`config.mk`:
```
export PLATFORM = sky130hd
export DESIGN_NAME = transceiver_end_flat
export DESIGN_NICKNAME = d
export VERILOG_FILES = /design/src/rtl/sentence_link_pkg.sv /design/src/rtl/sentence_link_if.sv /design/src/rtl/ms_ticker.sv /design/src/rtl/transceiver_end.sv /design/src/flat_wrapper.sv
export SDC_FILE = /design/constraint.sdc
export NUM_CORES = 1
export LEC_CHECK = 0
export BUFFER_PORTS_ARGS = -buffer_cell sky130_fd_sc_hd__buf_2
export CAP_MARGIN = 20
export CORE_MARGIN = 3
export CORE_UTILIZATION = 54
export DETAILED_ROUTE_END_ITERATION = 7
export PLACE_DENSITY_LB_ADDON = 0.05
export SLEW_MARGIN = 10
export SYNTH_ARGS = -nofsm -noshare
export SYNTH_HDL_FRONTEND = slang
export SYNTH_SLANG_ARGS = --single-unit
export TNS_END_PERCENT = 100
```
`constraint.sdc`:
```
create_clock -name clock -period 2.1 [get_ports clock]
set_input_delay 0.42 -clock clock [delete_from_list [all_inputs] [get_ports clock]]
set_output_delay 0.42 -clock clock [all_outputs]
set_load 0.01 [all_outputs]
```
`src/rtl/sentence_link_pkg.sv`:
```
// package of shared constants and types for the sentence link pacing
package sentence_link_pkg;

    // ********************************
    // timing
    // ********************************
    localparam int unsigned clock_hz = 100_000_000;
    localparam int unsigned period_ms = 1000;
    localparam int unsigned spacing_ms = 50;
    localparam int unsigned direct_meas_ms = 150;
    localparam int unsigned hours_min = 30;
    localparam int unsigned cycles_per_ms = clock_hz / 1000;
    localparam int unsigned tick_count = cycles_per_ms;

    // ********************************
    // sentence kinds
    // ********************************
    typedef enum logic [3:0]
    {
        kind_none = 4'h0,
        kind_operational_control = 4'h1,
        kind_blanking_zone = 4'h2,
        kind_operating_hours = 4'h3,
        kind_trim_control = 4'h4,
        kind_setup = 4'h5,
        kind_motor_speed_setup = 4'h6,
        kind_state_report = 4'h7,
        kind_measurement = 4'h8,
        kind_link_health = 4'h9,
        kind_voltage_report = 4'ha,
        kind_reject_report = 4'hb,
        kind_trim_report = 4'hc,
        kind_blanking_report = 4'hd
    } kind_t;

    // ********************************
    // fault classes and error codes
    // ********************************
    typedef enum logic [2:0]
    {
        fault_none = 3'h0,
        fault_checksum = 3'h1,
        fault_format = 3'h2,
        fault_missing = 3'h3,
        fault_range = 3'h4
    } fault_t;

    localparam logic [7:0] code_checksum = 8'h00;
    localparam logic [7:0] code_format = 8'h01;
    localparam logic [7:0] code_missing = 8'h02;
    localparam logic [7:0] code_range = 8'h03;

    // request field of the operating-hours command
    localparam logic [1:0] hours_request = 2'h1;

endpackage

```
`src/rtl/sentence_link_if.sv`:
```
// interface joining the controller end and the transceiver end
`timescale 1ns/100ps
interface sentence_link_if;
    import sentence_link_pkg::*;

    // controller to transceiver
    logic cmd_valid;
    kind_t cmd_kind;
    fault_t cmd_fault;
    logic [1:0] cmd_arg;
    // transceiver to controller
    logic rep_valid;
    kind_t rep_kind;
    logic [7:0] rep_code;
    kind_t rep_about;

    modport controller
    (
        output cmd_valid,
        output cmd_kind,
        output cmd_fault,
        output cmd_arg,
        input rep_valid,
        input rep_kind,
        input rep_code,
        input rep_about
    );

    modport transceiver
    (
        input cmd_valid,
        input cmd_kind,
        input cmd_fault,
        input cmd_arg,
        output rep_valid,
        output rep_kind,
        output rep_code,
        output rep_about
    );
endinterface

```
`src/rtl/ms_ticker.sv`:
```
// millisecond enable pulse divider
`timescale 1ns/100ps
module ms_ticker
    import sentence_link_pkg::*;
#(
    parameter int unsigned cycles = tick_count
)
(
    input wire logic clock,
    input wire logic nrst,
    output logic tick
);
    if (cycles < 2)
    begin : g_bad_cycles
        $error("ms_ticker needs at least two cycles per tick");
    end

    logic [31:0] count_q;
    logic [31:0] count_d;

    always_comb
    begin
        count_d = count_q + 32'h1;
        if (count_q == 32'(cycles - 1))
            count_d = 32'h0;
    end

    always_ff @(posedge clock or negedge nrst)
    begin
        if (!nrst)
            count_q <= 32'h0;
        else
            count_q <= count_d;
    end

    assign tick = (count_q == 32'(cycles - 1));
endmodule

```
`src/rtl/transceiver_end.sv`:
```
// transceiver end: periodic reports, on-request replies, reject codes
`timescale 1ns/100ps
// Behaviour
// - controller sends control once per second
// - controller sends blanking only on change; controller_end sends it on every accepted request
// - controller sends hours command only when needed
// - controller sends trim control only when needed
// - setup sentences only at installation
// - controller spaces sentence starts 50 ms
// - state, health, voltage reports each second
// - measurement 1 s via interface, else 150 ms
// - hours report on request and every 30 minutes
// - checksum code 00, format code 01
// - hours: missing type 02, range 03
// - trim: unknown pot 02, range 03
module transceiver_end
    import sentence_link_pkg::*;
#(
    parameter int unsigned ms_cycles = tick_count,
    parameter int unsigned hours_ms = hours_min * 60 * 1000
)
(
    input wire logic clock,
    input wire logic nrst,
    sentence_link_if.transceiver link,
    input wire logic via_interface,
    output logic cmd_seen,
    output kind_t cmd_seen_kind,
    output logic [1:0] cmd_seen_arg
);
    if (hours_ms < 1)
    begin : g_bad_hours
        $error("transceiver_end needs a positive hours period");
    end

    // ********************************
    // timers
    // ********************************
    logic tick;
    ms_ticker #(.cycles(ms_cycles)) u_tick
    (
        .clock(clock),
        .nrst(nrst),
        .tick(tick)
    );

    logic [9:0] sec_q, sec_d;
    logic [7:0] meas_q, meas_d;
    logic [31:0] hours_q, hours_d;
    logic [7:0] pend_q, pend_d;
    kind_t about_q, about_d;
    logic [7:0] code_q, code_d;
    logic valid_q, valid_d;
    kind_t kind_q, kind_d;
    logic seen_q, seen_d;
    kind_t seen_kind_q, seen_kind_d;
    logic [1:0] seen_arg_q, seen_arg_d;
    logic meas_due;

    // pending bits: 0 state, 1 health, 2 voltage, 3 measurement,
    // 4 hours, 5 reject, 6 trim report, 7 blanking report

    function automatic logic [7:0] error_code(input fault_t f);
        case (f)
            fault_checksum: error_code = code_checksum;
            fault_format: error_code = code_format;
            fault_missing: error_code = code_missing;
            fault_range: error_code = code_range;
            default: error_code = code_format;
        endcase
    endfunction

    always_comb
    begin
        sec_d = sec_q;
        meas_d = meas_q;
        hours_d = hours_q;
        pend_d = pend_q;
        about_d = about_q;
        code_d = code_q;
        valid_d = 1'b0;
        kind_d = kind_q;
        seen_d = 1'b0;
        seen_kind_d = seen_kind_q;
        seen_arg_d = seen_arg_q;
        meas_due = 1'b0;
        if (tick)
        begin
            sec_d = sec_q + 10'h1;
            if (sec_q == 10'(period_ms - 1))
            begin
                sec_d = 10'h0;
                pend_d[2:0] = 3'b111;
            end
            meas_d = meas_q + 8'h1;
            if (via_interface)
                meas_due = (sec_q == 10'(period_ms - 1));
            else if (meas_q == 8'(direct_meas_ms - 1))
                meas_due = 1'b1;
            if (meas_due || meas_q == 8'(direct_meas_ms - 1))
                meas_d = 8'h0;
            if (meas_due)
                pend_d[3] = 1'b1;
            hours_d = hours_q + 32'h1;
            if (hours_q == 32'(hours_ms - 1))
            begin
                hours_d = 32'h0;
                pend_d[4] = 1'b1;
            end
        end
        if (link.cmd_valid)
        begin
            if (link.cmd_fault != fault_none)
            begin
                pend_d[5] = 1'b1;
                about_d = link.cmd_kind;
                code_d = error_code(link.cmd_fault);
            end
            else
            begin
                seen_d = 1'b1;
                seen_kind_d = link.cmd_kind;
                seen_arg_d = link.cmd_arg;
                case (link.cmd_kind)
                    kind_operating_hours:
                        if (link.cmd_arg == hours_request)
                            pend_d[4] = 1'b1;
                    kind_trim_control: pend_d[6] = 1'b1;
                    kind_blanking_zone: pend_d[7] = 1'b1;
                    default: ;
                endcase
            end
        end
        // one report per cycle, lowest pending bit first
        if (pend_d != 8'h0)
        begin
            valid_d = 1'b1;
            case (1'b1)
                pend_d[0]:
                begin
                    kind_d = kind_state_report;
                    pend_d[0] = 1'b0;
                end
                pend_d[1]:
                begin
                    kind_d = kind_link_health;
                    pend_d[1] = 1'b0;
                end
                pend_d[2]:
                begin
                    kind_d = kind_voltage_report;
                    pend_d[2] = 1'b0;
                end
                pend_d[3]:
                begin
                    kind_d = kind_measurement;
                    pend_d[3] = 1'b0;
                end
                pend_d[4]:
                begin
                    kind_d = kind_operating_hours;
                    pend_d[4] = 1'b0;
                end
                pend_d[5]:
                begin
                    kind_d = kind_reject_report;
                    pend_d[5] = 1'b0;
                end
                pend_d[6]:
                begin
                    kind_d = kind_trim_report;
                    pend_d[6] = 1'b0;
                end
                default:
                begin
                    kind_d = kind_blanking_report;
                    pend_d[7] = 1'b0;
                end
            endcase
        end
    end

    always_ff @(posedge clock or negedge nrst)
    begin
        if (!nrst)
        begin
            sec_q <= 10'h0;
            meas_q <= 8'h0;
            hours_q <= 32'h0;
            pend_q <= 8'h0;
            about_q <= kind_none;
            code_q <= 8'h0;
            valid_q <= 1'b0;
            kind_q <= kind_none;
            seen_q <= 1'b0;
            seen_kind_q <= kind_none;
            seen_arg_q <= 2'h0;
        end
        else
        begin
            sec_q <= sec_d;
            meas_q <= meas_d;
            hours_q <= hours_d;
            pend_q <= pend_d;
            about_q <= about_d;
            code_q <= code_d;
            valid_q <= valid_d;
            kind_q <= kind_d;
            seen_q <= seen_d;
            seen_kind_q <= seen_kind_d;
            seen_arg_q <= seen_arg_d;
        end
    end

    assign link.rep_valid = valid_q;
    assign link.rep_kind = kind_q;
    assign link.rep_code = code_q;
    assign link.rep_about = about_q;
    assign cmd_seen = seen_q;
    assign cmd_seen_kind = seen_kind_q;
    assign cmd_seen_arg = seen_arg_q;
endmodule

```
`src/flat_wrapper.sv`:
```
// flat-port wrapper written by rule: the top's interface ports become plain ports
module transceiver_end_flat import sentence_link_pkg::*;
#(
    parameter int unsigned ms_cycles = tick_count,
    parameter int unsigned hours_ms = hours_min * 60 * 1000
)
  (clock, nrst, via_interface, cmd_seen, cmd_seen_kind, cmd_seen_arg, link_cmd_valid, link_cmd_kind, link_cmd_fault, link_cmd_arg, link_rep_valid, link_rep_kind, link_rep_code, link_rep_about);
  sentence_link_if link_i ();
  input wire logic clock;
  input wire logic nrst;
  input wire logic via_interface;
  output logic cmd_seen;
  output kind_t cmd_seen_kind;
  output logic [1:0] cmd_seen_arg;
  input wire logic [$bits(link_i.cmd_valid)-1:0] link_cmd_valid;
  input wire logic [$bits(link_i.cmd_kind)-1:0] link_cmd_kind;
  input wire logic [$bits(link_i.cmd_fault)-1:0] link_cmd_fault;
  input wire logic [$bits(link_i.cmd_arg)-1:0] link_cmd_arg;
  output wire logic [$bits(link_i.rep_valid)-1:0] link_rep_valid;
  output wire logic [$bits(link_i.rep_kind)-1:0] link_rep_kind;
  output wire logic [$bits(link_i.rep_code)-1:0] link_rep_code;
  output wire logic [$bits(link_i.rep_about)-1:0] link_rep_about;
  assign link_i.cmd_valid = link_cmd_valid;
  assign link_i.cmd_kind = link_cmd_kind;
  assign link_i.cmd_fault = link_cmd_fault;
  assign link_i.cmd_arg = link_cmd_arg;
  assign link_rep_valid = link_i.rep_valid;
  assign link_rep_kind = link_i.rep_kind;
  assign link_rep_code = link_i.rep_code;
  assign link_rep_about = link_i.rep_about;
  transceiver_end #(.ms_cycles(ms_cycles), .hours_ms(hours_ms)) u_core (.clock(clock), .nrst(nrst), .link(link_i), .via_interface(via_interface), .cmd_seen(cmd_seen), .cmd_seen_kind(cmd_seen_kind), .cmd_seen_arg(cmd_seen_arg));
endmodule
```
==> out/metrics.yaml, run 1 <==
route:
  dr_total_vias: 4220
  drt-wirelength-per-cell_um: 14.5
  viasPerCell: 5.47
  drtIter0Drc: 218
  dr.pass1.iters: 4
  drc: 0
  ant_nets: 0
  drt_wl_total_mm: 11.2
sta:
  drv_slew: 0
  final-hold-violation-count: 0
  layout_worst_path_cycle_share: 1.02
  rsz0062_at_grt: "yes"
  finalSetupViolCount: 8
  max_slew.worst_pin.slew_ns: 0.535
  fmax_ghz: 0.467
  finClkSkew_ns: 0.00983
  whs_ns: 0.0151
  max-slew-margin-rel: 0.640
  worst_slack_ns: -0.0418
  fin_crit_ns: 2.14
power_and_ir_drop:
  ir_worst_vdd_mv: 0.396
  power_w: 0.00348
  cellLeakagePower_nw: 3.07
  powerDensity_nw_per_um2: 530
global_route:
  gr-total-overflow: 0
  grt_pass1_vias: 4265
  grt_max_degree: 70
  antenna_found_initial: 0
  grt_usage: 0.212
  grt_pass1_wl_mm: 19.1
clock_tree:
  cts-root-to-sink-buffers: 2
  cts_tree: "built"
  cts_root_buf: "clkbuf_8"
  hold_buffers: 0
  clock_sinks: 108
  path_clk_slew_ns: 0.10
  h-tree-depth: 3
  clkLatencyLatePin_ns: 0.37
  cts_buffers: 9
logic_synthesis:
  synth_sequential_area_ratio: 0.516
  async_flop_share: 1.00
  ys_ff_latch: 108
  synth_edf_count: 0
  netlist_instances: 525
  synth_cell_types: 57
  synth_warnings: 0
  synth_area_sq_um: 5240
  synthFlopType: "dfrtp_1"
  syn_avg_cell_area_sq_um: 9.98
critical_path:
  cp-start-kind: "register"
  crit_path_end: "u_core.hours_q[30]"
  crit_chain: "nor4_2 > nand3_1 > or3_4 > or3_4 > nor2_2 > xor2_1"
  crit_arrival_ns: 2.43
  worstPathRequired_ns: 2.39
  worst-r2r-cell-count: 6
  max_stage_delay_ns: 0.47
  startpoint: "u_core.u_tick.count_q[27]"
  crit_top_cell: "or3_4"
  r2r_slack_ns: -0.04
  r2r_end: "u_core.hours_q[30]"
  path_class: "register to register"
  slowest_stage: "or3_4"
  worst_setup_path_end_kind: "register"
  crit_fanout: 6
  r2r_start: "u_core.u_tick.count_q[27]"
outcome:
  violations: "negative setup slack"
  status: "finished, violations left"
cells_and_area:
  final_cells: 771
  syn_to_final_growth_pct: 25.4
  fin_util: 0.704
  n_fill_cell: 705
  n_antenna_cell: 0
  layout.nets: 655
  drive_gt1_frac: 0.290
flow_run:
  drv_cap: 0
min_path:
  hold_path_class: "input pin to async pin"
place:
  gp_congestion: 0.859
  dpl.cell_count: 747
  io_buffer_count: 30
  dp_hpwl_mm: 7.93
floorplan:
  ios: 37
  core_area_sq_um: 9330
  fp.dieH_um: 104
  start_util: 0.562
  die_area_sq_um: 10900
  fp-row-count: 35
  die_w_um: 104
state kept, by name (all words and copies together) (netlist names):
register,flops
u_core.link.rep_about,4
u_core.pend_q,8
u_core.hours_q,32
u_core.u_tick.count_q,32
u_core.cmd_seen_arg,2
u_core.link.rep_code,2
u_core.cmd_seen_kind,4
u_core.cmd_seen,1
u_core.meas_q,8
u_core.link.rep_kind,4
u_core.link.rep_valid,1
u_core.sec_q,10
placed cells by master (no fill, tap or decap), drive strengths merged, types with 2 or more instances in the layout:
cell    Yosys  final
nor4       10     10
nor3b       2      2
nand2      67     67
and4        6      6
xnor2      31     31
clkbuf      6     13
buf        15    115
conb        1      7
nor2       42     42
and2        6      6
o31a        2      2
o31ai       6      6
o21ai      43     43
o41ai       3      3
a31oi       6      6
and3       21     21
a21o        3      3
inv         9      9
dfrtp     108    108
ha          5      5
xor2       21     21
nor4b       3      3
or2         3      3
nor3       10     10
nand4      16     16
nand3b      2      2
o211ai      2      2
a21oi      13     13
or3         6      6
nand2b      7      7
nand3      27     27
clkinv      0      3
mux2        8      8
cell families after synthesis:
family,synth area share
AO/OA/AOI/OAI,0.0987
XOR/XNOR,0.0870
adder cells (fa/ha/maj),0.0119
buffers and inverters,0.0291
flip-flops,0.516
multiplexers,0.0191
other,0.000716
AND/OR/NAND/NOR,0.237
per-layer routing:
layer | part of all wire | global-route usage | vias to the layer above | routed length [um]
met5 | 0 | 0 | - | 0
met4 | 0.015 | 0.0598 | 0 | 169
met3 | 0.044 | 0.0571 | 22 | 496
met2 | 0.49 | 0.352 | 90 | 5460
met1 | 0.45 | 0.273 | 2039 | 5060
li1 | - | - | 2069 | -
timing repair:
action | 4_1_cts | 5_1_grt
pin swaps | 7 | 18
setup buffers | 2 | 6
resized for setup | 11 | 61
gates cloned | 0 | 1
endpoints found under the setup margin | 34 | 51
endpoints found under the hold margin | 0 | 0
per-stage QoR:
stage                     area, sq um  setup slack [ns]  setup TNS (ns)
after floorplan                  5280           -0.0136         -0.0548
after global placement           6100           -0.0657          -0.340
after detailed placement         6100            -0.148           -1.75
after CTS                        6320           0.00432               0
after global routing             6570            -0.158           -2.44
final                            6570           -0.0418          -0.184
layout make-up:
type | count | area, sq um | share of cell area
Timing Repair Buffer | 116 | 890 | 0.135
Inverter | 9 | 33.8 | 0.00514
Multi-Input combinational cell | 393 | 2620 | 0.399
Sequential cell | 108 | 2700 | 0.412
Tap cell | 129 | 161 | 0.0246
Clock buffer | 12 | 135 | 0.0206
Clock inverter | 4 | 26.3 | 0.00400
report_power, final:
part | total, W | internal, W | switching, W
clock | 0.00109 | 0.000431 | 0.000660
sequential | 0.00215 | 0.00213 | 0.0000246
combinational | 0.000241 | 0.000106 | 0.000135
total | 0.00348 | 0.00266 | 0.000820
worst min path at each step:
stage | end | cells after the start | slack [ns] | startpoint
global route | u_core.pend_q[2] | 2 | 0.002 | nrst
global placement | u_core.link.rep_about[2] | 2 | 0.41 | nrst
detailed placement | u_core.link.rep_about[2] | 2 | 0.42 | nrst
floorplan | u_core.cmd_seen | 0 | 0.12 | nrst
finish | u_core.link.rep_kind[0] | 2 | 0.02 | nrst
CTS | u_core.pend_q[2] | 2 | 0.009 | nrst
worst max-delay path: cells and delay by family (launching register included):
| family | cells | cell delay, ns |
|---|---|---|
| xor gates and xnor gates | 1 | 0.15 |
| and+or+nand+nor | 5 | 1.52 |
| DFF | 1 | 0.40 |
cells in the mapped netlist (all sizes together), types with 2 or more instances:
master  number  area, sq um
or3          6         42.5
a31oi        6         37.5
inv          9         33.8
o211ai       2         15.0
nand4       16          106
o41ai        3         26.3
ha           5         62.6
nand2       67          251
o31ai        6         45.0
nor4b        3         32.5
o21ai       43          215
and3        21          131
buf         15         96.3
and2         6         37.5
xor2        21          184
nor3        10         50.1
or2          3         18.8
nand3b       2         15.0
nand2b       7         43.8
and4         6         52.6
nor4        10         83.8
nand3       27          135
xnor2       31          272
clkbuf       6         22.5
dfrtp      108         2700
o31a         2         17.5
mux2         8         90.1
a21o         3         22.5
nor3b        2         15.0
nor2        42          170
a21oi       13         65.1
Note: power is estimated with default switching activity, not from simulation.
==> run 2: changes to the inputs <==
Settings changed: CORE_ASPECT_RATIO from default to 0.7, PLACE_DENSITY_LB_ADDON 0.05 to 0.15.
==> run 2 against run 1 <==
The run still ends with negative setup slack left. Clock skew decreased by 0.0022 ns. Cell count decreased by 0.26%. Critical path depth increased by 1. First-iteration DRC count increased by 43%. Setup slack got worse by 0.012 ns. Routed wire length increased by 13%.
==> out/metrics.yaml, run 2 (synthesis results as in run 1) <==
outcome:
  status: "finished, violations left"
  violations: "negative setup slack"
critical_path:
  crit_fanout: 4
  path_class: "register to register"
  cp-start-kind: "register"
  worstPathRequired_ns: 2.34
  worst-r2r-cell-count: 7
  crit_arrival_ns: 2.39
  worst_setup_path_end_kind: "register"
power_and_ir_drop:
  pwr-share-seq: 0.534
  p_comb_frac: 0.063
  swShare: 0.221
  ir_worst_vdd_mv: 0.374
  power.share.clock: 0.404
  internal-power_w: 0.00315
  powerDensity_nw_per_um2: 595
  power.switching_w: 0.000890
  cellLeakagePower_nw: 3.17
route:
  dr.pass1.iters: 4
  ant_nets: 0
  drtIter0Drc: 311
  drt_wl_total_mm: 12.6
  viasPerCell: 5.68
  drt-wirelength-per-cell_um: 16.4
  drc: 0
  dr_total_vias: 4371
floorplan:
  ios: 37
  start_util: 0.566
  die_area_sq_um: 10900
  fp.dieH_um: 88.4
  core_area_sq_um: 9250
  fp-row-count: 29
  die_w_um: 124
min_path:
  hold_path_class: "input pin to async pin"
cells_and_area:
  final_cells: 769
  layout.nets: 660
  final-seq-area_sq_um: 2700
  multi_input_area_sq_um: 2680
  final_area_sq_um: 6780
  n_antenna_cell: 0
  mostFrequentLayoutCells: "dfrtp_1 (108), buf_4 (80), nand2_1 (64)"
  reg_top3: "u_core.hours_q (32), u_core.u_tick.count_q (32), u_core.sec_q (10)"
  fin_util: 0.733
  final_common_cell: "dfrtp_1"
  drive_gt1_frac: 0.304
  n_fill_cell: 656
  syn_to_final_growth_pct: 29.4
clock_tree:
  hold_buffers: 0
  cts_buffers: 9
  path_clk_slew_ns: 0.07
  cts_root_buf: "clkbuf_16"
  cts_tree: "built"
  h-tree-depth: 3
  clock_sinks: 108
  clkLatencyLatePin_ns: 0.35
  cts-root-to-sink-buffers: 2
global_route:
  grt_usage: 0.231
  met3_usage: 0.0505
  antenna_found_initial: 0
  grt_pass1_wl_mm: 19.9
  grt_pass1_vias: 4129
  grt_max_degree: 43
  grtUsageMet1: 0.333
  top_usage_layer: "met2"
  gr-total-overflow: 0
  use_met2: 0.363
sta:
  worst_slack_ns: -0.0540
  max_slew.worst_pin.slew_ns: 0.619
  final-hold-violation-count: 0
  max-slew-margin-rel: 0.584
  finClkSkew_ns: 0.00765
  layout_worst_path_cycle_share: 1.03
  drv_slew: 0
  tns_ns: -0.291
  rsz0062_at_grt: "yes"
  fmax_ghz: 0.464
  whs_ns: 0.0683
  fin_crit_ns: 2.15
  finalSetupViolCount: 12
place:
  dp_hpwl_mm: 8.42
  placed_cell_area_sq_um: 6110
  io_buffer_count: 30
  dpl.cell_count: 745
  gp_congestion: 0.817
flow_run:
  drv_cap: 0
-- run 2: power by group through the flow --
stage,combinational (W),sequential [W],clock [W]
floorplan,0.0000820,0.00221,0
global placement,0.000243,0.00219,0
detailed placement,0.000251,0.00219,0
CTS,0.000253,0.00215,0.00165
global route,0.000285,0.00216,0.00173
finish,0.000253,0.00215,0.00163
-- run 2: layer usage --
metal / up-vias / share of wire
met2: 104 / 0.48
met3: 19 / 0.049
met4: 0 / 0.013
met1: 2162 / 0.46
li1: 2086 / -
met5: - / 0
-- run 2: repair_timing --
item                                   in CTS  in global routing
endpoints found under the hold margin       0                  0
pin swaps                                   8                 25
setup endpoints to repair                  34                 39
gates resized for setup                    19                 55
gates cloned                                0                  1
setup buffers                               2                  7
-- run 2: critical path, stage by stage (launching register included) --
cell	delay (ns)
dfrtp_1	0.43
nor4_1	0.38
nand3_1	0.19
nor3_2	0.23
buf_4	0.18
and2_0	0.17
or3_4	0.14
mux2_2	0.32
-- run 2: area by class of cell --
cell class,count,share of cell area
clock buffers,11,0.0343
clock inverters,3,0.00591
inverters,9,0.00498
multi-input cells,393,0.395
flip-flops and latches,108,0.399
well taps,124,0.0229
repair buffers,121,0.138
-- run 2: through the flow --
| stage | worst slack, ns | total power, W |
|---|---|---|
| after floorplan | -0.0136 | 0.00230 |
| after global placement | -0.106 | 0.00243 |
| after detailed placement | -0.211 | 0.00244 |
| after CTS | -0.0254 | 0.00406 |
| after global routing | -0.148 | 0.00417 |
| final | -0.0540 | 0.00404 |
-- run 2: final timing paths --
path | startpoint | end | slack [ns]
setup / recovery | u_core.hours_q[29] | u_core.link.rep_kind[3] | -0.05
hold / removal | nrst | u_core.meas_q[4] | 0.07
setup reg to reg | u_core.hours_q[29] | u_core.link.rep_kind[3] | -0.05
hold reg to reg | u_core.link.rep_about[0] | u_core.link.rep_about[0] | 0.47
max in group asynchronous | nrst | u_core.hours_q[11] | 1.39
min in group clock | link_cmd_arg[1] | u_core.cmd_seen_arg[1] | 0.32
